--- src/flyback_fault_consts.vh ---
// timing constants and encodings for the flyback fault supervisor
`ifndef FLYBACK_FAULT_CONSTS_VH
`define FLYBACK_FAULT_CONSTS_VH

`define CLK_MHZ            250
`define FILT_TIME_US       125
`define FILT_CYCLES        (`FILT_TIME_US * `CLK_MHZ)
`define BROWNOUT_TIME_MS   40
`define BROWNOUT_CYCLES    (`BROWNOUT_TIME_MS * 1000 * `CLK_MHZ)
`define RESET_LONG_MS      1000
`define RESET_LONG_CYCLES  (`RESET_LONG_MS * 1000 * `CLK_MHZ)
`define RESET_SHORT_MS     100
`define RESET_SHORT_CYCLES (`RESET_SHORT_MS * 1000 * `CLK_MHZ)

`define VAR_OVLD_TIMER     2'h0
`define VAR_STANDARD       2'h1
`define VAR_LOW_OV         2'h2

`define ST_CHECK           3'h0
`define ST_RUN             3'h1
`define ST_SLEEP           3'h2
`define ST_RESTART_WAIT    3'h3
`define ST_DISCHARGE       3'h4
`define ST_LATCHED         3'h5

`endif

--- src/flyback_fault_supervisor.v ---
// fault supervisor: filters, start-up pin checks, restart or latch, shutdown pin pull-up
//
// What this block does
// - filtered faults except brownout persist 125us and two periods
// - supply overvoltage latches only in timer variant
// - supply undervoltage always auto-restarts
// - brownout persists 40ms then auto-restarts
// - over-temperature latches only in timer variant
// - restart after cooling ten degrees below trip
// - shutdown pin low faults, variant response
// - overload fault only timer variant, auto-restart
// - output overvoltage latches only in timer variant
// - pin faults unfiltered, start-up only
// - check pins before enabling pwm
// - open (except shutdown pin), adjacent, ground, supply shorts detected
// - low-overvoltage variant: pin faults restart
// - shutdown pin at trip enters fault
// - pull shutdown pin up while running
// - drop pull-up in low-power modes
// - wake on shutdown pin rise, pulse immediately
// - auto-restart: wait, discharge, retry
// - latched: refuse restart until ac removed
`timescale 1ns/1ns
`include "flyback_fault_consts.vh"
module flyback_fault_supervisor #(
	parameter [1:0]  VARIANT      = `VAR_STANDARD,          // device variant
	parameter integer BROWNOUT_CYC = `BROWNOUT_CYCLES,      // brownout persistence
	parameter integer RST_LONG_CYC = `RESET_LONG_CYCLES,    // long restart delay
	parameter integer RST_SHRT_CYC = `RESET_SHORT_CYCLES,   // short restart delay
	parameter integer CNT_W        = 32                     // counter width
) (
	input  wire       core_clk,          // 250 MHz clock
	input  wire       rst_n,             // synchronous reset, active low
	input  wire       vdd_ov_cmp,        // supply overvoltage comparator
	input  wire       vdd_uv_cmp,        // supply undervoltage comparator
	input  wire       brownout_cmp,      // ac line low comparator
	input  wire       xcap_discharge,    // x-capacitor discharge request
	input  wire       tj_trip_cmp,       // junction over-temperature trip
	input  wire       tj_cool_cmp,       // junction 10 C below trip
	input  wire       sd_trip_low_cmp,   // fault_shutdown_pin below fault trip
	input  wire       sd_wake_cmp,       // fault_shutdown_pin above wake level
	input  wire       overload_expired,  // overload timer elapsed
	input  wire       out_ov_cmp,        // output overvoltage
	input  wire       pwm_period_pulse,  // one pulse per pwm period
	input  wire       low_power_req,     // freq below sleep_entry_freq_limit
	input  wire       pins_checked,      // start-up pin test finished
	input  wire [3:0] pin_open,          // open: sense, drive, cs, shutdown
	input  wire [3:0] pin_adj_short,     // adjacent short per pin
	input  wire [3:0] pin_gnd_short,     // ground short per pin
	input  wire [3:0] pin_vdd_short,     // supply short per pin
	input  wire       internal_diag,     // internal diagnostic fault
	input  wire       vdd_at_reset_level,// supply reached supply_reset_level
	input  wire       ac_present,        // ac input present
	output reg        pwm_enable,        // pwm allowed
	output reg        wake_pulse,        // start a pwm pulse now
	output reg        sd_pullup_en,      // shutdown pin pull-up source on
	output reg        vdd_discharge_en,  // discharge supply before retry
	output reg        hv_regulate_en,    // hold supply between latch levels
	output reg        fault_latched,     // latched fault held
	output reg        fault_restart      // auto-restart cycle active
);
	//--------------------------------------------------------------
	// input synchronisation
	//--------------------------------------------------------------
	wire [10:0] raw_in;
	wire [10:0] syn;
	assign raw_in = {vdd_ov_cmp, vdd_uv_cmp, brownout_cmp, tj_trip_cmp, tj_cool_cmp,
		sd_trip_low_cmp, sd_wake_cmp, out_ov_cmp, xcap_discharge, ac_present,
		vdd_at_reset_level};

	genvar gi;
	generate
		for (gi = 0; gi < 11; gi = gi + 1) begin : g_sync
			pin_sync u_sync (
				.core_clk (core_clk),
				.rst_n    (rst_n),
				.pin_in   (raw_in[gi]),
				.level_q  (syn[gi])
			);
		end
	endgenerate

	wire s_vdd_ov   = syn[10];
	wire s_vdd_uv   = syn[9];
	wire s_brown    = syn[8];
	wire s_tj_trip  = syn[7];
	wire s_tj_cool  = syn[6];
	wire s_sd_low   = syn[5];
	wire s_sd_wake  = syn[4];
	wire s_out_ov   = syn[3];
	wire s_xcap     = syn[2];
	wire s_ac       = syn[1];
	wire s_vdd_rst  = syn[0];

	//--------------------------------------------------------------
	// persistence filters
	//--------------------------------------------------------------
	wire [5:0] filt_in;
	wire [5:0] filt;
	// shutdown-pin trip is only meaningful while the pull-up is on
	assign filt_in = {s_vdd_ov, s_vdd_uv, s_tj_trip, s_sd_low & sd_pullup_en, s_out_ov,
		1'b0};

	generate
		for (gi = 1; gi < 6; gi = gi + 1) begin : g_filt
			persist_filter #(
				.MIN_CYCLES (`FILT_CYCLES),
				.CNT_W      (CNT_W)
			) u_filt (
				.core_clk   (core_clk),
				.rst_n      (rst_n),
				.fault_in   (filt_in[gi]),
				.pwm_edge   (pwm_period_pulse),
				.use_period (1'b1),
				.fault_q    (filt[gi])
			);
		end
	endgenerate
	assign filt[0] = 1'b0;

	wire f_brown;
	persist_filter #(
		.MIN_CYCLES (BROWNOUT_CYC),
		.CNT_W      (CNT_W)
	) u_brown (
		.core_clk   (core_clk),
		.rst_n      (rst_n),
		.fault_in   (s_brown),
		.pwm_edge   (1'b0),
		.use_period (1'b0),
		.fault_q    (f_brown)
	);

	wire f_vdd_ov = filt[5];
	wire f_vdd_uv = filt[4];
	wire f_tj     = filt[3];
	wire f_sd     = filt[2];
	wire f_out_ov = filt[1];

	//--------------------------------------------------------------
	// fault classification
	//--------------------------------------------------------------
	wire is_timer = (VARIANT == `VAR_OVLD_TIMER);
	wire is_lowov = (VARIANT == `VAR_LOW_OV);

	// pin faults come straight from the start-up test, no filtering
	wire pin_fault = (|pin_open[2:0]) | (|pin_adj_short) | (|pin_gnd_short)
		| (|pin_vdd_short) | internal_diag;

	wire ovld_fault = is_timer & overload_expired;

	wire run_latch = is_timer & (f_vdd_ov | f_tj | f_sd | f_out_ov);
	wire run_auto  = f_vdd_uv | f_brown | ovld_fault
		| (!is_timer & (f_vdd_ov | f_tj | f_sd | f_out_ov));
	wire short_delay = f_brown | s_xcap;

	//--------------------------------------------------------------
	// state machine
	//--------------------------------------------------------------
	localparam [2:0] ST_CHECK = `ST_CHECK;
	localparam [2:0] ST_RUN   = `ST_RUN;
	localparam [2:0] ST_SLEEP = `ST_SLEEP;
	localparam [2:0] ST_WAIT  = `ST_RESTART_WAIT;
	localparam [2:0] ST_DISCH = `ST_DISCHARGE;
	localparam [2:0] ST_LATCH = `ST_LATCHED;

	reg [2:0]       state_q;
	reg [2:0]       state_d;
	reg [CNT_W-1:0] wait_q;
	reg [CNT_W-1:0] wait_d;
	reg             tj_hold_q;
	reg             tj_hold_d;
	reg             ac_seen_q;

	always @* begin
		state_d   = state_q;
		wait_d    = wait_q;
		tj_hold_d = tj_hold_q;
		case (state_q)
			ST_CHECK: begin
				// no pwm until the pin test is clean
				if (pins_checked) begin
					if (pin_fault && !is_lowov) begin
						state_d = ST_LATCH;
					end else if (pin_fault || run_auto || run_latch) begin
						state_d = ST_WAIT;
						wait_d  = RST_LONG_CYC[CNT_W-1:0];
					end else if (!tj_hold_q || s_tj_cool) begin
						state_d   = ST_RUN;
						tj_hold_d = 1'b0;
					end
				end
			end
			ST_RUN, ST_SLEEP: begin
				if (run_latch) begin
					state_d = ST_LATCH;
				end else if (run_auto) begin
					state_d   = ST_WAIT;
					tj_hold_d = f_tj;
					wait_d    = short_delay ? RST_SHRT_CYC[CNT_W-1:0]
						: RST_LONG_CYC[CNT_W-1:0];
				end else if (state_q == ST_RUN && low_power_req) begin
					state_d = ST_SLEEP;
				end else if (state_q == ST_SLEEP && (s_sd_wake || !low_power_req)) begin
					state_d = ST_RUN;
				end
			end
			ST_WAIT: begin
				if (wait_q == {CNT_W{1'b0}}) begin
					state_d = ST_DISCH;
				end else begin
					wait_d = wait_q - {{(CNT_W-1){1'b0}}, 1'b1};
				end
			end
			ST_DISCH: begin
				if (s_vdd_rst) begin
					state_d = ST_CHECK;
				end
			end
			ST_LATCH: begin
				// only loss of ac releases the latch
				if (ac_seen_q && !s_ac) begin
					state_d   = ST_CHECK;
					tj_hold_d = 1'b0;
				end
			end
			default: begin
				state_d = ST_CHECK;
			end
		endcase
	end

	always @(posedge core_clk) begin
		if (!rst_n) begin
			state_q          <= ST_CHECK;
			wait_q           <= {CNT_W{1'b0}};
			tj_hold_q        <= 1'b0;
			ac_seen_q        <= 1'b0;
			pwm_enable       <= 1'b0;
			wake_pulse       <= 1'b0;
			sd_pullup_en     <= 1'b0;
			vdd_discharge_en <= 1'b0;
			hv_regulate_en   <= 1'b0;
			fault_latched    <= 1'b0;
			fault_restart    <= 1'b0;
		end else begin
			state_q   <= state_d;
			wait_q    <= wait_d;
			tj_hold_q <= tj_hold_d;
			if (s_ac) begin
				ac_seen_q <= 1'b1;
			end else if (state_q == ST_LATCH) begin
				ac_seen_q <= 1'b0;
			end
			pwm_enable       <= (state_d == ST_RUN) || (state_d == ST_SLEEP);
			wake_pulse       <= (state_q == ST_SLEEP) && (state_d == ST_RUN) && s_sd_wake;
			// a wake from sleep still counts as low power until the request drops
			sd_pullup_en     <= ((state_d == ST_RUN) && !low_power_req)
				|| (state_d == ST_CHECK);
			vdd_discharge_en <= (state_d == ST_DISCH);
			hv_regulate_en   <= (state_d == ST_LATCH);
			fault_latched    <= (state_d == ST_LATCH);
			fault_restart    <= (state_d == ST_WAIT) || (state_d == ST_DISCH);
		end
	end
endmodule

--- src/persist_filter.v ---
// persistence filter: output rises after input holds for the required time
`timescale 1ns/1ns
module persist_filter #(
	parameter integer MIN_CYCLES = 31250, // least hold time in clocks
	parameter integer CNT_W      = 32     // counter width
) (
	input  wire core_clk,   // clock
	input  wire rst_n,      // synchronous reset, active low
	input  wire fault_in,   // raw fault level
	input  wire pwm_edge,   // one-cycle pulse per pwm period start
	input  wire use_period, // also demand two pwm periods
	output reg  fault_q     // filtered fault level
);
	reg [CNT_W-1:0] cnt_q;
	reg [1:0]       per_q;
	wire            time_ok;
	wire            per_ok;

	assign time_ok = (cnt_q >= MIN_CYCLES[CNT_W-1:0]);
	assign per_ok  = !use_period || (per_q == 2'h2);

	always @(posedge core_clk) begin
		if (!rst_n || !fault_in) begin
			cnt_q   <= {CNT_W{1'b0}};
			per_q   <= 2'h0;
			fault_q <= 1'b0;
		end else begin
			if (!time_ok) begin
				cnt_q <= cnt_q + {{(CNT_W-1){1'b0}}, 1'b1};
			end
			if (pwm_edge && per_q != 2'h2) begin
				per_q <= per_q + 2'h1;
			end
			// the longer of the two conditions governs
			fault_q <= time_ok && per_ok;
		end
	end
endmodule

--- src/pin_sync.v ---
// three-flop synchroniser with agreement of the last two stages
`timescale 1ns/1ns
module pin_sync (
	input  wire core_clk, // clock
	input  wire rst_n,    // synchronous reset, active low
	input  wire pin_in,   // asynchronous pin level
	output reg  level_q   // settled level
);
	reg s1_q;
	reg s2_q;
	reg s3_q;

	always @(posedge core_clk) begin
		if (!rst_n) begin
			s1_q    <= 1'b0;
			s2_q    <= 1'b0;
			s3_q    <= 1'b0;
			level_q <= 1'b0;
		end else begin
			s1_q <= pin_in;
			s2_q <= s1_q;
			s3_q <= s2_q;
			if (s2_q == s3_q) begin
				level_q <= s3_q;
			end
		end
	end
endmodule

--- config.mk ---
export PLATFORM = sky130hd
export DESIGN_NAME = flyback_fault_supervisor
export DESIGN_NICKNAME = d
export VERILOG_FILES = /design/src/flyback_fault_supervisor.v /design/src/persist_filter.v /design/src/pin_sync.v
export VERILOG_INCLUDE_DIRS = /design/src
export SDC_FILE = /design/constraint.sdc
export NUM_CORES = 1
export LEC_CHECK = 0
export BUFFER_PORTS_ARGS = -buffer_cell sky130_fd_sc_hd__buf_2
export CORE_AREA = 3 3 150 152
export CTS_CLUSTER_SIZE = 20
export DETAILED_ROUTE_END_ITERATION = 10
export DIE_AREA = 0 0 153 155
export PLACE_DENSITY_LB_ADDON = 0.08
export SLEW_MARGIN = 10
export SYNTH_ARGS = -nofsm -noshare
export SYNTH_HDL_FRONTEND = slang
export SYNTH_SLANG_ARGS = --single-unit
--- constraint.sdc ---
create_clock -name core_clk -period 3.3 [get_ports core_clk]
set_input_delay 0.33 -clock core_clk [delete_from_list [all_inputs] [get_ports core_clk]]
set_output_delay 0.33 -clock core_clk [all_outputs]
set_load 0.02 [all_outputs]
## Word-level counts from Yosys, hierarchy flattened

Cells that the tools add are included.

| cells by class | value |
|---|---|
| multiplexer cells | 27 |
| order comparisons | 6 |
| equality and inequality tests | 39 |
| bitwise gates (word level) | 11 |
| reductions and logical operators | 51 |
| add/subtract/negate cells | 12 |

Operator list:

| operator | number |
|---|---|
| $add 32x1->32 const B | 6 |
| $ge 32x15->1 const B | 5 |
| $mux 32 | 5 |
| $pmux 32 s3 | 1 |
| $ge 32x24->1 const B | 1 |
| $logic_not 32->1 | 1 |
| $sub 32x1->32 const B | 1 |
| $mux 3 | 10 |
| $mux 28 | 1 |
| $ne 2x2->1 const B | 13 |
| $logic_and 1x1->1 | 16 |
| $pmux 3 s5 | 1 |
| $eq 3x2->1 const B | 4 |
| $eq 3x3->1 const B | 4 |
| $logic_or 1x1->1 | 12 |
| $reduce_or 4->1 | 3 |
| $eq 1x1->1 | 11 |
| $add 2x1->2 const B | 5 |
| $eq 2x2->1 const B | 5 |
| $logic_not 1->1 | 10 |
| $or 1x1->1 | 10 |
| $mux 1 | 8 |
| $reduce_and 7->1 | 1 |
| $eq 3x1->1 const B | 2 |
| 8 further kinds | 10 |

| word-level totals | value |
|---|---|
| logic and storage cells | 217 |
| flip-flop bits (word level) | 295 |
| output and inout port bits | 7 |
| input bits | 34 |

## Depth between registers and ports, before layout

Gate-level depths: netlist (run 1).

| logic depth | value |
|---|---|
| word-level depth | 13 |
| gate-level depth with buffers | 11 |
| depth with buffers taken out | 8 |

## Cells and area by module

From an unflattened synthesis (run 1), not the netlist that was laid out.

| unflattened totals | value |
|---|---|
| cells, all modules | 1,384 |
| area, all modules | 12,764.7 sq um |

By module, submodules not included:

| module | area an instance (sq um) | sequential area each (sq um) | times used | cells each |
|---|---|---|---|---|
| persist_filter (g_filt[1].u_filt ...) | 1,432.6 | 700.7 | 5 | 147 |
| flyback_fault_supervisor | 2,596.2 | 860.8 | 1 | 343 |
| persist_filter (u_brown) | 1,725.4 | 700.7 | 1 | 196 |
| pin_sync | 116.4 | 80.1 | 11 | 10 |

## Worst setup path after synthesis (run 1)

OpenSTA, ideal clock, no wires.

| path | value |
|---|---|
| kind | register -> register |
| start | reg wait_q[8] |
| end | reg wait_q[31] |
| path buffers | 1 |
| setup slack | 0.803 ns |
| data required time | 3.225 ns |
| clock period less this slack | 2.497 ns |
| arrival | 2.422 ns |
| cell stages (with the launch flop) | 8 |
| setup time | 0.075 ns |
| cell sequence | dfxtp_1 -> or4_1 -> buf_2 -> or4_4 -> nor3_4 -> nand3_1 -> or4_1 -> o22ai_1 |

| on the way | value |
|---|---|
| cells in the longest elaborated chain, start to end | 3 |
| elaborated cells between the ends (all ways) | 6 |
| classes of those cells | add/sub (1); eq/ne (1); mux (2); reduce/logical (2) |

Ends and longest elaborated chain:

| item | line | text |
|---|---|---|
| start, declared | flyback_fault_supervisor.v:169 | `reg [CNT_W-1:0] wait_q;` |
| start signal, assigned | flyback_fault_supervisor.v:236 | `wait_q <= {CNT_W{1'b0}};` |
| start signal, assigned | flyback_fault_supervisor.v:248 | `wait_q <= wait_d;` |
| $sub 32x1->32 / $logic_not 32->1 (equally long branches) | flyback_fault_supervisor.v:212, flyback_fault_supervisor.v:209 |  |
| $mux 32 / $ne 2x2->1 (equally long branches) | n/a |  |
| $pmux 32 s3 / $reduce_and 6->1 (equally long branches) | n/a |  |

Several ways; a longest one is shown, not always the timed one. The select of a mux whose other input is x is not followed.
A chain may end at the register's enable or synchronous reset.

## Worst setup path after layout (run 1)

| path | value |
|---|---|
| start | reg wait_q[4] |
| end | reg wait_q[25] |

Same word-level chain as after synthesis.

==> metrics.md, run 1 <==
| Metric | Value |
|---|---|
| Asr flop ratio synth | `0` |
| Clock Tree Buf Depth | `3` |
| Finish-stage setup viols | `0` |
| Synthesized instance count | `1278` |
| Critical path endpoint category | `flip-flop` |
| Tot GR Track Use | `0.188` |
| Leakage | `0.00521 uW` |
| Pre-antenna DRT Iters | `5` |
| Worst skew pair latency | `0.54 ns` |
| Count leader, synth | `dfxtp_1` |
| I/O Buffers | `38` |
| Initial Util | `0.554` |
| Final WL | `22700 um` |
| Type of the worst setup path | `flip-flop to flip-flop` |
| Die Footprint | `23700 um2` |
| Clock skew | `0.00871 ns` |
| Yosys warns | `0` |
| Largest family of logic cells by synthesized area | `simple AND/OR/NAND/NOR gates` |
| Pin count of the biggest net entering global routing | `69` |
| Top cells by area, synth | `dfxtp_1 (50%), and3_1 (5.8%), nor2_1 (4.9%), xor2_1 (4.0%), and2_1 (2.9%)` |
| Final ANT Viol Nets | `0` |
| Die Height | `155 um` |
| Initial antenna violation count | `0` |
| HPWL after DPL | `14200 um` |
| Multiplexer area fraction after synthesis | `0` |
| Crit start category | `flip-flop` |
| CP max FO | `14` |
| Nets | `1362` |
| Total CTS buffers | `30` |
| Gr ovfl total | `0` |
| Slew Limit Headroom | `0.364` |
| Post-CTS setup buffers | `0` |
| Area leader, netlist | `dfxtp_1` |
| Final hold viol count | `0` |
| Die W | `153 um` |
| Number of synthesized flops with an enable pin | `0` |
| Xor and xnor area share after synthesis | `0.0657` |
| Hold Crit Class | `input pin to flip-flop` |
| Total negative slack | `0 ns` |
| Most instantiated cells after synthesis | `dfxtp_1 (295), nor2_1 (152), and3_1 (109)` |
| Top-area cell type share of the netlist area | `0.504` |
| Post-synthesis compound-gate area fraction | `0.101` |
| Syn_area_per_cell | `9.17 um2` |
| Io pins | `41` |
| Post-synthesis sequential area ratio | `0.504` |
| Share of post-route cells with drive strength above 1 | `0.0938` |
| CTS tree | `done` |
| Netlist Area Pre-Place | `11700 um2` |
| Status | `finished, final reports clean` |
| Detailed-route via count | `8990` |
| Worst endpoint required time | `3.72 ns` |
| Pwr per Cell Area | `537 nW/um2` |
| Max Clock Freq | `340 MHz` |
| Area share of fa/ha/maj cells after synthesis | `0.0203` |
| H-tree depth | `1` |
| ANT cells | `0` |
| DRC viols | `0` |
| CTS Root Cell | `clkbuf_16` |
| Setup Slack @ Placement | `0.381 ns` |
| Vias in the first global route | `8411` |
| Clock Sinks | `295` |
| Reg clk slew, reported paths | `0.06 ns` |
| Tcrit/Tclk final | `0.891` |
| Rows | `53` |
| Area grow syn2layout | `12.4%` |
| Average wire per standard cell | `14.1 um` |
| Slew @ Worst Pin | `0.951 ns` |
| Peak VDD IR | `0.000439 V` |
| Count of pins over their slew limit | `0` |
| Unrepaired setup endpoints after global routing | `no` |
| Cell variety after synth | `65` |
| FF-to-FF path depth | `7` |
| Minimum clock period | `2.94 ns` |
| Predominant post-synthesis flop cell | `dfxtp_1` |
| Post-synthesis simple-gate area fraction | `0.272` |
| Global-route wire length before repair | `39300 um` |
| 1st-iter DRT viols | `662` |
| Net count after synthesis | `1331` |
| Max-cap check violation count | `0` |
| Routability congestion estimate | `0.834` |
| Filler Cells Inserted | `1838` |
| PnR worst setup slack | `0.358 ns` |
| Seq cells post-synth | `295` |
| Core Area | `21200 um2` |
| DR vias/cell | `5.59` |
| Hold depth | `2` |
| Data arrival, critical path | `3.36 ns` |
## flip-flops by register name, indices dropped and copies added, names as in the netlist, 3 cells and up
name	count
g_sync.u_sync.s2_q	11
g_filt.u_filt.per_q	10
g_filt.u_filt.fault_q	5
g_sync.u_sync.s3_q	11
g_sync.u_sync.level_q	11
g_filt.u_filt.cnt_q	160
g_sync.u_sync.s1_q	11
wait_q	32
u_brown.cnt_q	32
state_q	3
## layer usage
| metal | part of all wire | vias up | track usage |
|---|---|---|---|
| li1 | - | 4596 | - |
| met1 | 0.51 | 4200 | 0.271 |
| met2 | 0.44 | 157 | 0.301 |
| met3 | 0.037 | 37 | 0.0289 |
| met4 | 0.018 | 0 | 0.0433 |
| met5 | 0 | - | 0 |
## worst paths after layout
| kind | slack, ns | start | endpoint |
|---|---|---|---|
| worst max register to register | 0.36 | wait_q[4]$_SDFFE_PN0P_ | wait_q[25]$_SDFFE_PN0P_ |
| worst max-delay path | 0.36 | wait_q[4]$_SDFFE_PN0P_ | wait_q[25]$_SDFFE_PN0P_ |
| worst min register to register | 0.43 | g_sync[1].u_sync.s1_q$_SDFF_PN0_ | g_sync[1].u_sync.s2_q$_SDFF_PN0_ |
| worst min-delay path | 0.06 | low_power_req | sd_pullup_en$_SDFF_PN0_ |
## placed cells by master (no fill, tap or decap), types with 4 or more instances in the layout
| cell type | Yosys | routed |
|---|---|---|
| or3_1 | 11 | 11 |
| dlygate4sd3_1 | 1 | 11 |
| a31oi_1 | 13 | 13 |
| xor2_1 | 53 | 53 |
| a31o_2 | 5 | 5 |
| nor2b_1 | 8 | 8 |
| nor2_1 | 152 | 152 |
| and2_1 | 54 | 54 |
| o21ai_0 | 42 | 42 |
| ha_1 | 19 | 19 |
| a21oi_1 | 55 | 55 |
| clkbuf_1 | 58 | 7 |
| xnor2_1 | 35 | 35 |
| nand4_1 | 33 | 33 |
| and4_1 | 12 | 12 |
| nand3_1 | 51 | 51 |
| nor4b_1 | 7 | 7 |
| clkbuf_16 | 0 | 31 |
| and3_1 | 109 | 109 |
| o41ai_1 | 5 | 5 |
| or4_1 | 10 | 10 |
| o22ai_1 | 5 | 5 |
| buf_2 | 1 | 37 |
| buf_4 | 3 | 23 |
| nor3b_1 | 5 | 5 |
| inv_1 | 23 | 23 |
| o31ai_1 | 4 | 4 |
| dfxtp_1 | 295 | 295 |
| nand2_1 | 64 | 64 |
| clkbuf_8 | 3 | 7 |
| clkinv_2 | 0 | 7 |
| a311oi_1 | 7 | 7 |
| nor3_1 | 24 | 24 |
| nor4_1 | 42 | 42 |
| a211oi_1 | 16 | 16 |
## through the flow
step / utilization / instances / hold WS, ns / area [um2] / total power [uW]
floorplan: - / 1278 / 0.412 / 11700 / 3790
global placement: 0.571 / 1541 / 0.415 / 12100 / 3840
detailed placement: 0.571 / 1541 / 0.419 / 12100 / 3840
CTS: 0.623 / 1607 / 0.0364 / 13200 / 7150
global route: 0.623 / 1607 / 0.0519 / 13200 / 7320
finish: 0.623 / 1607 / 0.0642 / 13200 / 7070
## power by group
group          switching [uW]  total [uW]  leakage, uW  internal (uW)
combinational             101         170      0.00235           68.7
sequential               16.8        3610      0.00238           3590
clock                    1340        3290     0.000482           1950
## critical path, cell delays in order, from the launching register on
cell and delay [ns]:
dfxtp_1 0.35, or4_1 0.68, nor4b_1 0.39, and4_1 0.42
or2_1 0.46, buf_4 0.29, a21oi_1 0.07, o2bb2ai_1 0.16
## repair_timing
item                                   4_1_cts  5_1_grt
endpoints found under the hold margin       11        0
resized for setup                            0        0
hold buffers                                11        0
## logic make-up after synthesis
logic type	after synthesis
AND/OR/NAND/NOR	597
buffers and inverters	95
flip-flops	295
XOR/XNOR	88
adder cells (fa/ha/maj)	19
AO/OA/AOI/OAI	184
## layout make-up
type                    count  area, um2  share of cell area
clock buffers              45        898              0.0682
clock inverters            10       80.1             0.00608
inverters                  23       86.3             0.00655
multi-input cells         888       5390               0.409
flip-flops and latches    295       5910               0.448
well taps                 275        344              0.0261
repair buffers             71        468              0.0355
(Power assumes the default switching activity.)
==> run 2: changes to the inputs <==
- GPL_ROUTABILITY_DRIVEN: not set -> 0
- clock period: 3.3 -> 2.8 ns (I/O delays scaled with it)
==> run 2 against run 1 <==
Effect of this change: die area unchanged; first-iteration DRC count shrank 14%; clock power up 25%; clock skew rose by 0.0053 ns; via count rose by 0.59%; combinational power rose by 24%; worst hold slack better by 0.13 ns; sequential share of layout area fell by 0.68 points; flip-flop and latch count is the same; register-to-register slack worse by 0.16 ns; core utilization is 0.96 points higher; critical path type unchanged; largest power group unchanged; highest routed layer unchanged.
==> metrics.md, run 2 (synthesized netlist as in run 1, its figures left out) <==
| Metric | Value |
|---|---|
| Hold Crit Class | `input pin to flip-flop` |
| Flop-to-flop setup slack | `0.20 ns` |
| Switch Pwr | `1750 uW` |
| Gr ovfl total | `0` |
| Slew @ Worst Pin | `1.06 ns` |
| Rows | `53` |
| Total CTS buffers | `31` |
| Final hold viol count | `0` |
| Total negative slack | `0 ns` |
| Clock Tree Buf Depth | `3` |
| Area grow syn2layout | `14.1%` |
| Seq pwr share | `0.496` |
| Commonest non-fill, non-tap cell in the layout | `dfxtp_1` |
| Pin count of the biggest net entering global routing | `58` |
| Vias in the first global route | `8450` |
| Finish-stage setup viols | `0` |
| Worst hold path endpoint | `wait_q[25]$_SDFFE_PN0P_` |
| Buffers plus inverters on the worst setup path | `2` |
| Data arrival, critical path | `3.02 ns` |
| Final ANT Viol Nets | `0` |
| Leakage | `0.00532 uW` |
| Worst skew pair latency | `0.54 ns` |
| CTS tree | `done` |
| GRT met1 Usage | `0.271` |
| Hold depth | `3` |
| Slowest cell on the critical path | `or3b_2` |
| Post-CTS setup buffers | `0` |
| Max-cap check violation count | `0` |
| DRC viols | `0` |
| Most flop-heavy register | `g_filt.u_filt.cnt_q` |
| Worst R2R End | `wait_q[12]$_SDFFE_PN0P_` |
| Detailed-route via count | `9043` |
| Reg clk slew, reported paths | `0.06 ns` |
| Initial antenna violation count | `0` |
| Final instance area | `13400 um2` |
| CP top delay family | `simple AND/OR/NAND/NOR gates` |
| Peak VDD IR | `0.000368 V` |
| Initial Util | `0.554` |
| Global-route wire length before repair | `39700 um` |
| Pre-antenna DRT Iters | `5` |
| WHS | `0.189 ns` |
| Slew Limit Headroom | `0.287` |
| HPWL after DPL | `14400 um` |
| Combinational fraction of design power | `0.025` |
| Crit start category | `flip-flop` |
| Tcrit/Tclk final | `0.930` |
| Placed Area | `12200 um2` |
| Unrepaired setup endpoints after global routing | `no` |
| Count of pins over their slew limit | `0` |
| Die Height | `155 um` |
| Filler Cells Inserted | `1769` |
| Status | `finished, final reports clean` |
| Minimum clock period | `2.60 ns` |
| Final WL | `22800 um` |
| Critical path endpoint category | `flip-flop` |
| Max Clock Freq | `384 MHz` |
| Hold path startpoint | `rst_n` |
| Share of post-route cells with drive strength above 1 | `0.108` |
| DR vias/cell | `5.58` |
| Switching share of power | `0.204` |
| Most Crowded Layer GR | `met2` |
| GRT met2 Usage | `0.308` |
| Core Area | `21200 um2` |
| 1st-iter DRT viols | `568` |
| CP max FO | `28` |
| Critical path depth in cells | `9` |
| Io pins | `41` |
| Internal | `6820 uW` |
| CP cell instances | `inv_1 -> ha_1 -> or3b_2 -> nor4b_1 -> and4_2 -> or2_1 -> buf_12 -> a21oi_1 -> o221a_2` |
| Tot GR Track Use | `0.191` |
| Pwr per Cell Area | `640 nW/um2` |
| I/O Buffers | `38` |
| ANT cells | `0` |
| FF-to-FF path depth | `9` |
| Most frequent cells in the layout | `dfxtp_1 (295), nor2_1 (152), and3_1 (109), nand2_1 (64), a21oi_1 (55)` |
| Clock Sinks | `295` |
| Max reg flops | `160` |
| Worst endpoint required time | `3.22 ns` |
| H-tree depth | `1` |
| Largest stage delay on the critical path | `0.44 ns` |
| Die W | `153 um` |
| Largest registers | `g_filt.u_filt.cnt_q: 160 flops, u_brown.cnt_q: 32 flops, wait_q: 32 flops` |
| Clk pwr share | `0.480` |
| Clock skew | `0.0140 ns` |
| Type of the worst setup path | `flip-flop to flip-flop` |
| Die Footprint | `23700 um2` |
| CTS Root Cell | `clkbuf_16` |
| Nets | `1379` |
| Met3 Track Usage GR | `0.0300` |
| Average wire per standard cell | `14.1 um` |
| R2R Path Start | `wait_q[0]$_SDFFE_PN0P_` |
## run 2: cell count changes in the layout (fill, tap and decap cells not counted)
cell / previous run / this run
clkinvlp_4: 2 / 3
clkbuf_8: 7 / 8
and4_1: 12 / 11
buf_4: 23 / 37
clkbuf_1: 7 / 2
bufinv_16: 1 / 3
dlygate4sd3_1: 11 / 12
clkinv_4: 0 / 1
buf_12: 0 / 1
clkinv_2: 7 / 6
and4_2: 0 / 1
## run 2: worst min-delay path: cells and delay by family
family	cells	cell delay, ns
AOI/OAI and AO/OA	1	0.05
buffers and inverters	1	0.23
and+or+nand+nor	1	0.11
## run 2: worst max path at each step
stage | from | endpoint | slack [ns]
3_3_place_gp | wait_q[0]$_SDFFE_PN0P_ | wait_q[12]$_SDFFE_PN0P_ | 0.25
3_5_place_dp | wait_q[0]$_SDFFE_PN0P_ | wait_q[12]$_SDFFE_PN0P_ | 0.19
2_1_floorplan | wait_q[8]$_SDFFE_PN0P_ | wait_q[31]$_SDFFE_PN0P_ | 0.30
6_report | wait_q[0]$_SDFFE_PN0P_ | wait_q[12]$_SDFFE_PN0P_ | 0.20
4_1_cts | wait_q[0]$_SDFFE_PN0P_ | wait_q[12]$_SDFFE_PN0P_ | 0.17
5_1_grt | wait_q[0]$_SDFFE_PN0P_ | wait_q[12]$_SDFFE_PN0P_ | 0.02
## run 2: power by group through the flow
stage          logic [uW]  registers (uW)  clock network [uW]
2_1_floorplan         118            4340                   0
3_3_place_gp          196            4340                   0
3_5_place_dp          198            4340                   0
4_1_cts               211            4250                4210
5_1_grt               232            4250                4400
6_report              211            4250                4110
## run 2: stage by stage
stage / total power [uW] / instances / utilization / setup slack, ns
2_1_floorplan: 4460 / 1278 / - / 0.303
3_3_place_gp: 4530 / 1556 / 0.577 / 0.246
3_5_place_dp: 4540 / 1556 / 0.577 / 0.194
4_1_cts: 8670 / 1622 / 0.632 / 0.165
5_1_grt: 8880 / 1622 / 0.632 / 0.0214
6_report: 8570 / 1622 / 0.632 / 0.196
## run 2: per-layer routing
layer | vias up | share of wire
met5 | - | 0
met4 | 0 | 0.023
met3 | 39 | 0.044
met2 | 172 | 0.43
met1 | 4201 | 0.50
li1 | 4631 | -
## run 2: cell type report
type / count / area [um2] / area share
Sequential cell: 295 / 5910 / 0.442
Multi-Input combinational cell: 888 / 5390 / 0.403
Clock buffer: 41 / 893 / 0.0668
Timing Repair Buffer: 87 / 603 / 0.0451
Tap cell: 275 / 344 / 0.0257
Clock inverter: 13 / 151 / 0.0113
Inverter: 23 / 86.3 / 0.00646
## run 2: repair_timing
item                                    in CTS  in global routing
gates resized for setup                      0                  1
endpoints found under the setup margin       0                  1
hold buffers                                12                  0
hold endpoints to repair                    12                  0
==> run 3: changes to the inputs <==
- CORE_AREA: 3 3 150 152 -> 3 3 135 170
- CTS_CLUSTER_DIAMETER: not set -> 120
- DIE_AREA: 0 0 153 155 -> 0 0 138 173
- SLEW_MARGIN: 10 -> not set
==> run 3 against run 2 <==
Effect of this change: clock skew shrank 0.0025 ns; flip-flop and latch count did not move; worst hold slack worse by 0.17 ns; sequential power about the same; power fell by 19%; largest cell class unchanged; largest power group unchanged.
==> metrics.md, run 3 (synthesized netlist as in run 1, its figures left out) <==
| Metric | Value |
|---|---|
| Status | `finished, final reports clean` |
| Vias in the first global route | `8505` |
| Flop-to-flop setup slack | `0.27 ns` |
| Average wire per standard cell | `14.1 um` |
| CTS Root Cell | `clkbuf_16` |
| Leakage | `0.00504 uW` |
| Clock Sinks | `295` |
| Final hold viol count | `0` |
| Setup Slack @ Placement | `0.303 ns` |
| Hold path startpoint | `low_power_req` |
| Total negative slack | `0 ns` |
| Placed Area | `12200 um2` |
| Max-cap check violation count | `0` |
| Detailed-route via count | `8792` |
| Commonest non-fill, non-tap cell in the layout | `dfxtp_1` |
| Worst endpoint required time | `3.23 ns` |
| Total power | `6970 uW` |
| Tot GR Track Use | `0.185` |
| Worst hold path endpoint | `sd_pullup_en$_SDFF_PN0_` |
| Share of post-route cells with drive strength above 1 | `0.0854` |
| Worst skew pair latency | `0.50 ns` |
| Final ANT Viol Nets | `0` |
| Post-CTS setup buffers | `0` |
| Critical path endpoint category | `flip-flop` |
| HPWL after DPL | `14800 um` |
| Reg clk slew, reported paths | `0.08 ns` |
| Type of the worst setup path | `flip-flop to flip-flop` |
| PnR worst setup slack | `0.273 ns` |
| Most frequent cells in the layout | `dfxtp_1 (295), nor2_1 (152), and3_1 (109), nand2_1 (64), a21oi_1 (55)` |
| Count of pins over their slew limit | `0` |
| Pwr per Cell Area | `544 nW/um2` |
| Io pins | `41` |
| Unrepaired setup endpoints after global routing | `no` |
| Max Clock Freq | `396 MHz` |
| Slew @ Worst Pin | `0.946 ns` |
| 1st-iter DRT viols | `436` |
| Final WL | `22400 um` |
| Area grow syn2layout | `9.16%` |
| CP max FO | `8` |
| DR vias/cell | `5.53` |
| Global-route wire length before repair | `39200 um` |
| Die Height | `173 um` |
| Die Footprint | `23900 um2` |
| Die W | `138 um` |
| Hold depth | `2` |
| Largest registers | `g_filt.u_filt.cnt_q: 160 flops, u_brown.cnt_q: 32 flops, wait_q: 32 flops` |
| H-tree depth | `1` |
| WHS | `0.0242 ns` |
| Minimum clock period | `2.53 ns` |
| Initial Util | `0.546` |
| I/O Buffers | `38` |
| DRC viols | `0` |
| Worst R2R End | `wait_q[31]$_SDFFE_PN0P_` |
| Initial antenna violation count | `0` |
| Hold Crit Class | `input pin to flip-flop` |
| Finish-stage setup viols | `0` |
| Clock Tree Buf Depth | `3` |
| Slew Limit Headroom | `0.367` |
| Core Area | `21500 um2` |
| Pre-antenna DRT Iters | `4` |
| Rows | `60` |
| Total CTS buffers | `18` |
| Filler Cells Inserted | `1950` |
| FF-to-FF path depth | `6` |
| Max reg flops | `160` |
| Final instance area | `12800 um2` |
| CTS tree | `done` |
| Nets | `1364` |
| Clock skew | `0.0115 ns` |
| ANT cells | `0` |
| Most flop-heavy register | `g_filt.u_filt.cnt_q` |
| Pin count of the biggest net entering global routing | `55` |
| Gr ovfl total | `0` |
| R2R Path Start | `wait_q[8]$_SDFFE_PN0P_` |
| Tcrit/Tclk final | `0.903` |
| Data arrival, critical path | `2.96 ns` |
| Crit start category | `flip-flop` |
| Peak VDD IR | `0.000407 V` |
==> run 3: per-layer routing <==
layer | global-route usage | part of all wire | vias to the layer above
met4 | 0.0552 | 0.021 | 0
met2 | 0.325 | 0.48 | 82
met1 | 0.238 | 0.47 | 4114
met3 | 0.0216 | 0.027 | 30
met5 | 0 | 0 | -
li1 | - | - | 4566
==> run 3: cell type report <==
cell class,instances,area (um2),share of cell area
timing repair buffer,85,583,0.0456
multi-input combinational,888,5390,0.421
tap,279,349,0.0273
sequential,295,5910,0.462
clock buffer,19,475,0.0372
clock inverter,1,7.51,0.000587
inverter,23,86.3,0.00675
==> run 3: where the power goes <==
| group | internal (uW) | leakage (uW) | switching [uW] |
|---|---|---|---|
| clock network | 1210 | 0.000234 | 1310 |
| logic | 83.5 | 0.00242 | 120 |
| registers | 4220 | 0.00238 | 13.9 |
| total | 5520 | 0.00504 | 1450 |
==> run 3: metrics by stage <==
stage                     cells   util
after floorplan            1278      -
after global placement     1560  0.569
after detailed placement   1560  0.569
after CTS                  1590  0.596
after global routing       1590  0.596
final                      1590  0.596
==> run 3: worst max path at each step <==
stage | to | depth (start not counted) | start
floorplan | wait_q[31]$_SDFFE_PN0P_ | 7 | wait_q[8]$_SDFFE_PN0P_
global placement | wait_q[12]$_SDFFE_PN0P_ | 7 | wait_q[8]$_SDFFE_PN0P_
detailed placement | wait_q[12]$_SDFFE_PN0P_ | 9 | wait_q[0]$_SDFFE_PN0P_
CTS | wait_q[12]$_SDFFE_PN0P_ | 9 | wait_q[0]$_SDFFE_PN0P_
global route | wait_q[12]$_SDFFE_PN0P_ | 9 | wait_q[0]$_SDFFE_PN0P_
finish | wait_q[31]$_SDFFE_PN0P_ | 6 | wait_q[8]$_SDFFE_PN0P_
==> run 3: repair_timing <==
item / 4_1_cts / 5_1_grt
hold buffers: 10 / 0
endpoints found under the hold margin: 10 / 0
gates resized for setup: 0 / 0
setup endpoints to repair: 0 / 0
==> run 3: critical path: stages (launching register included) <==
cell and delay (ns):
dfxtp_1 0.38, or4_1 0.65, or4_4 0.57, nor3_4 0.21, nand3_1 0.11, or4_1 0.40, o22ai_1 0.15
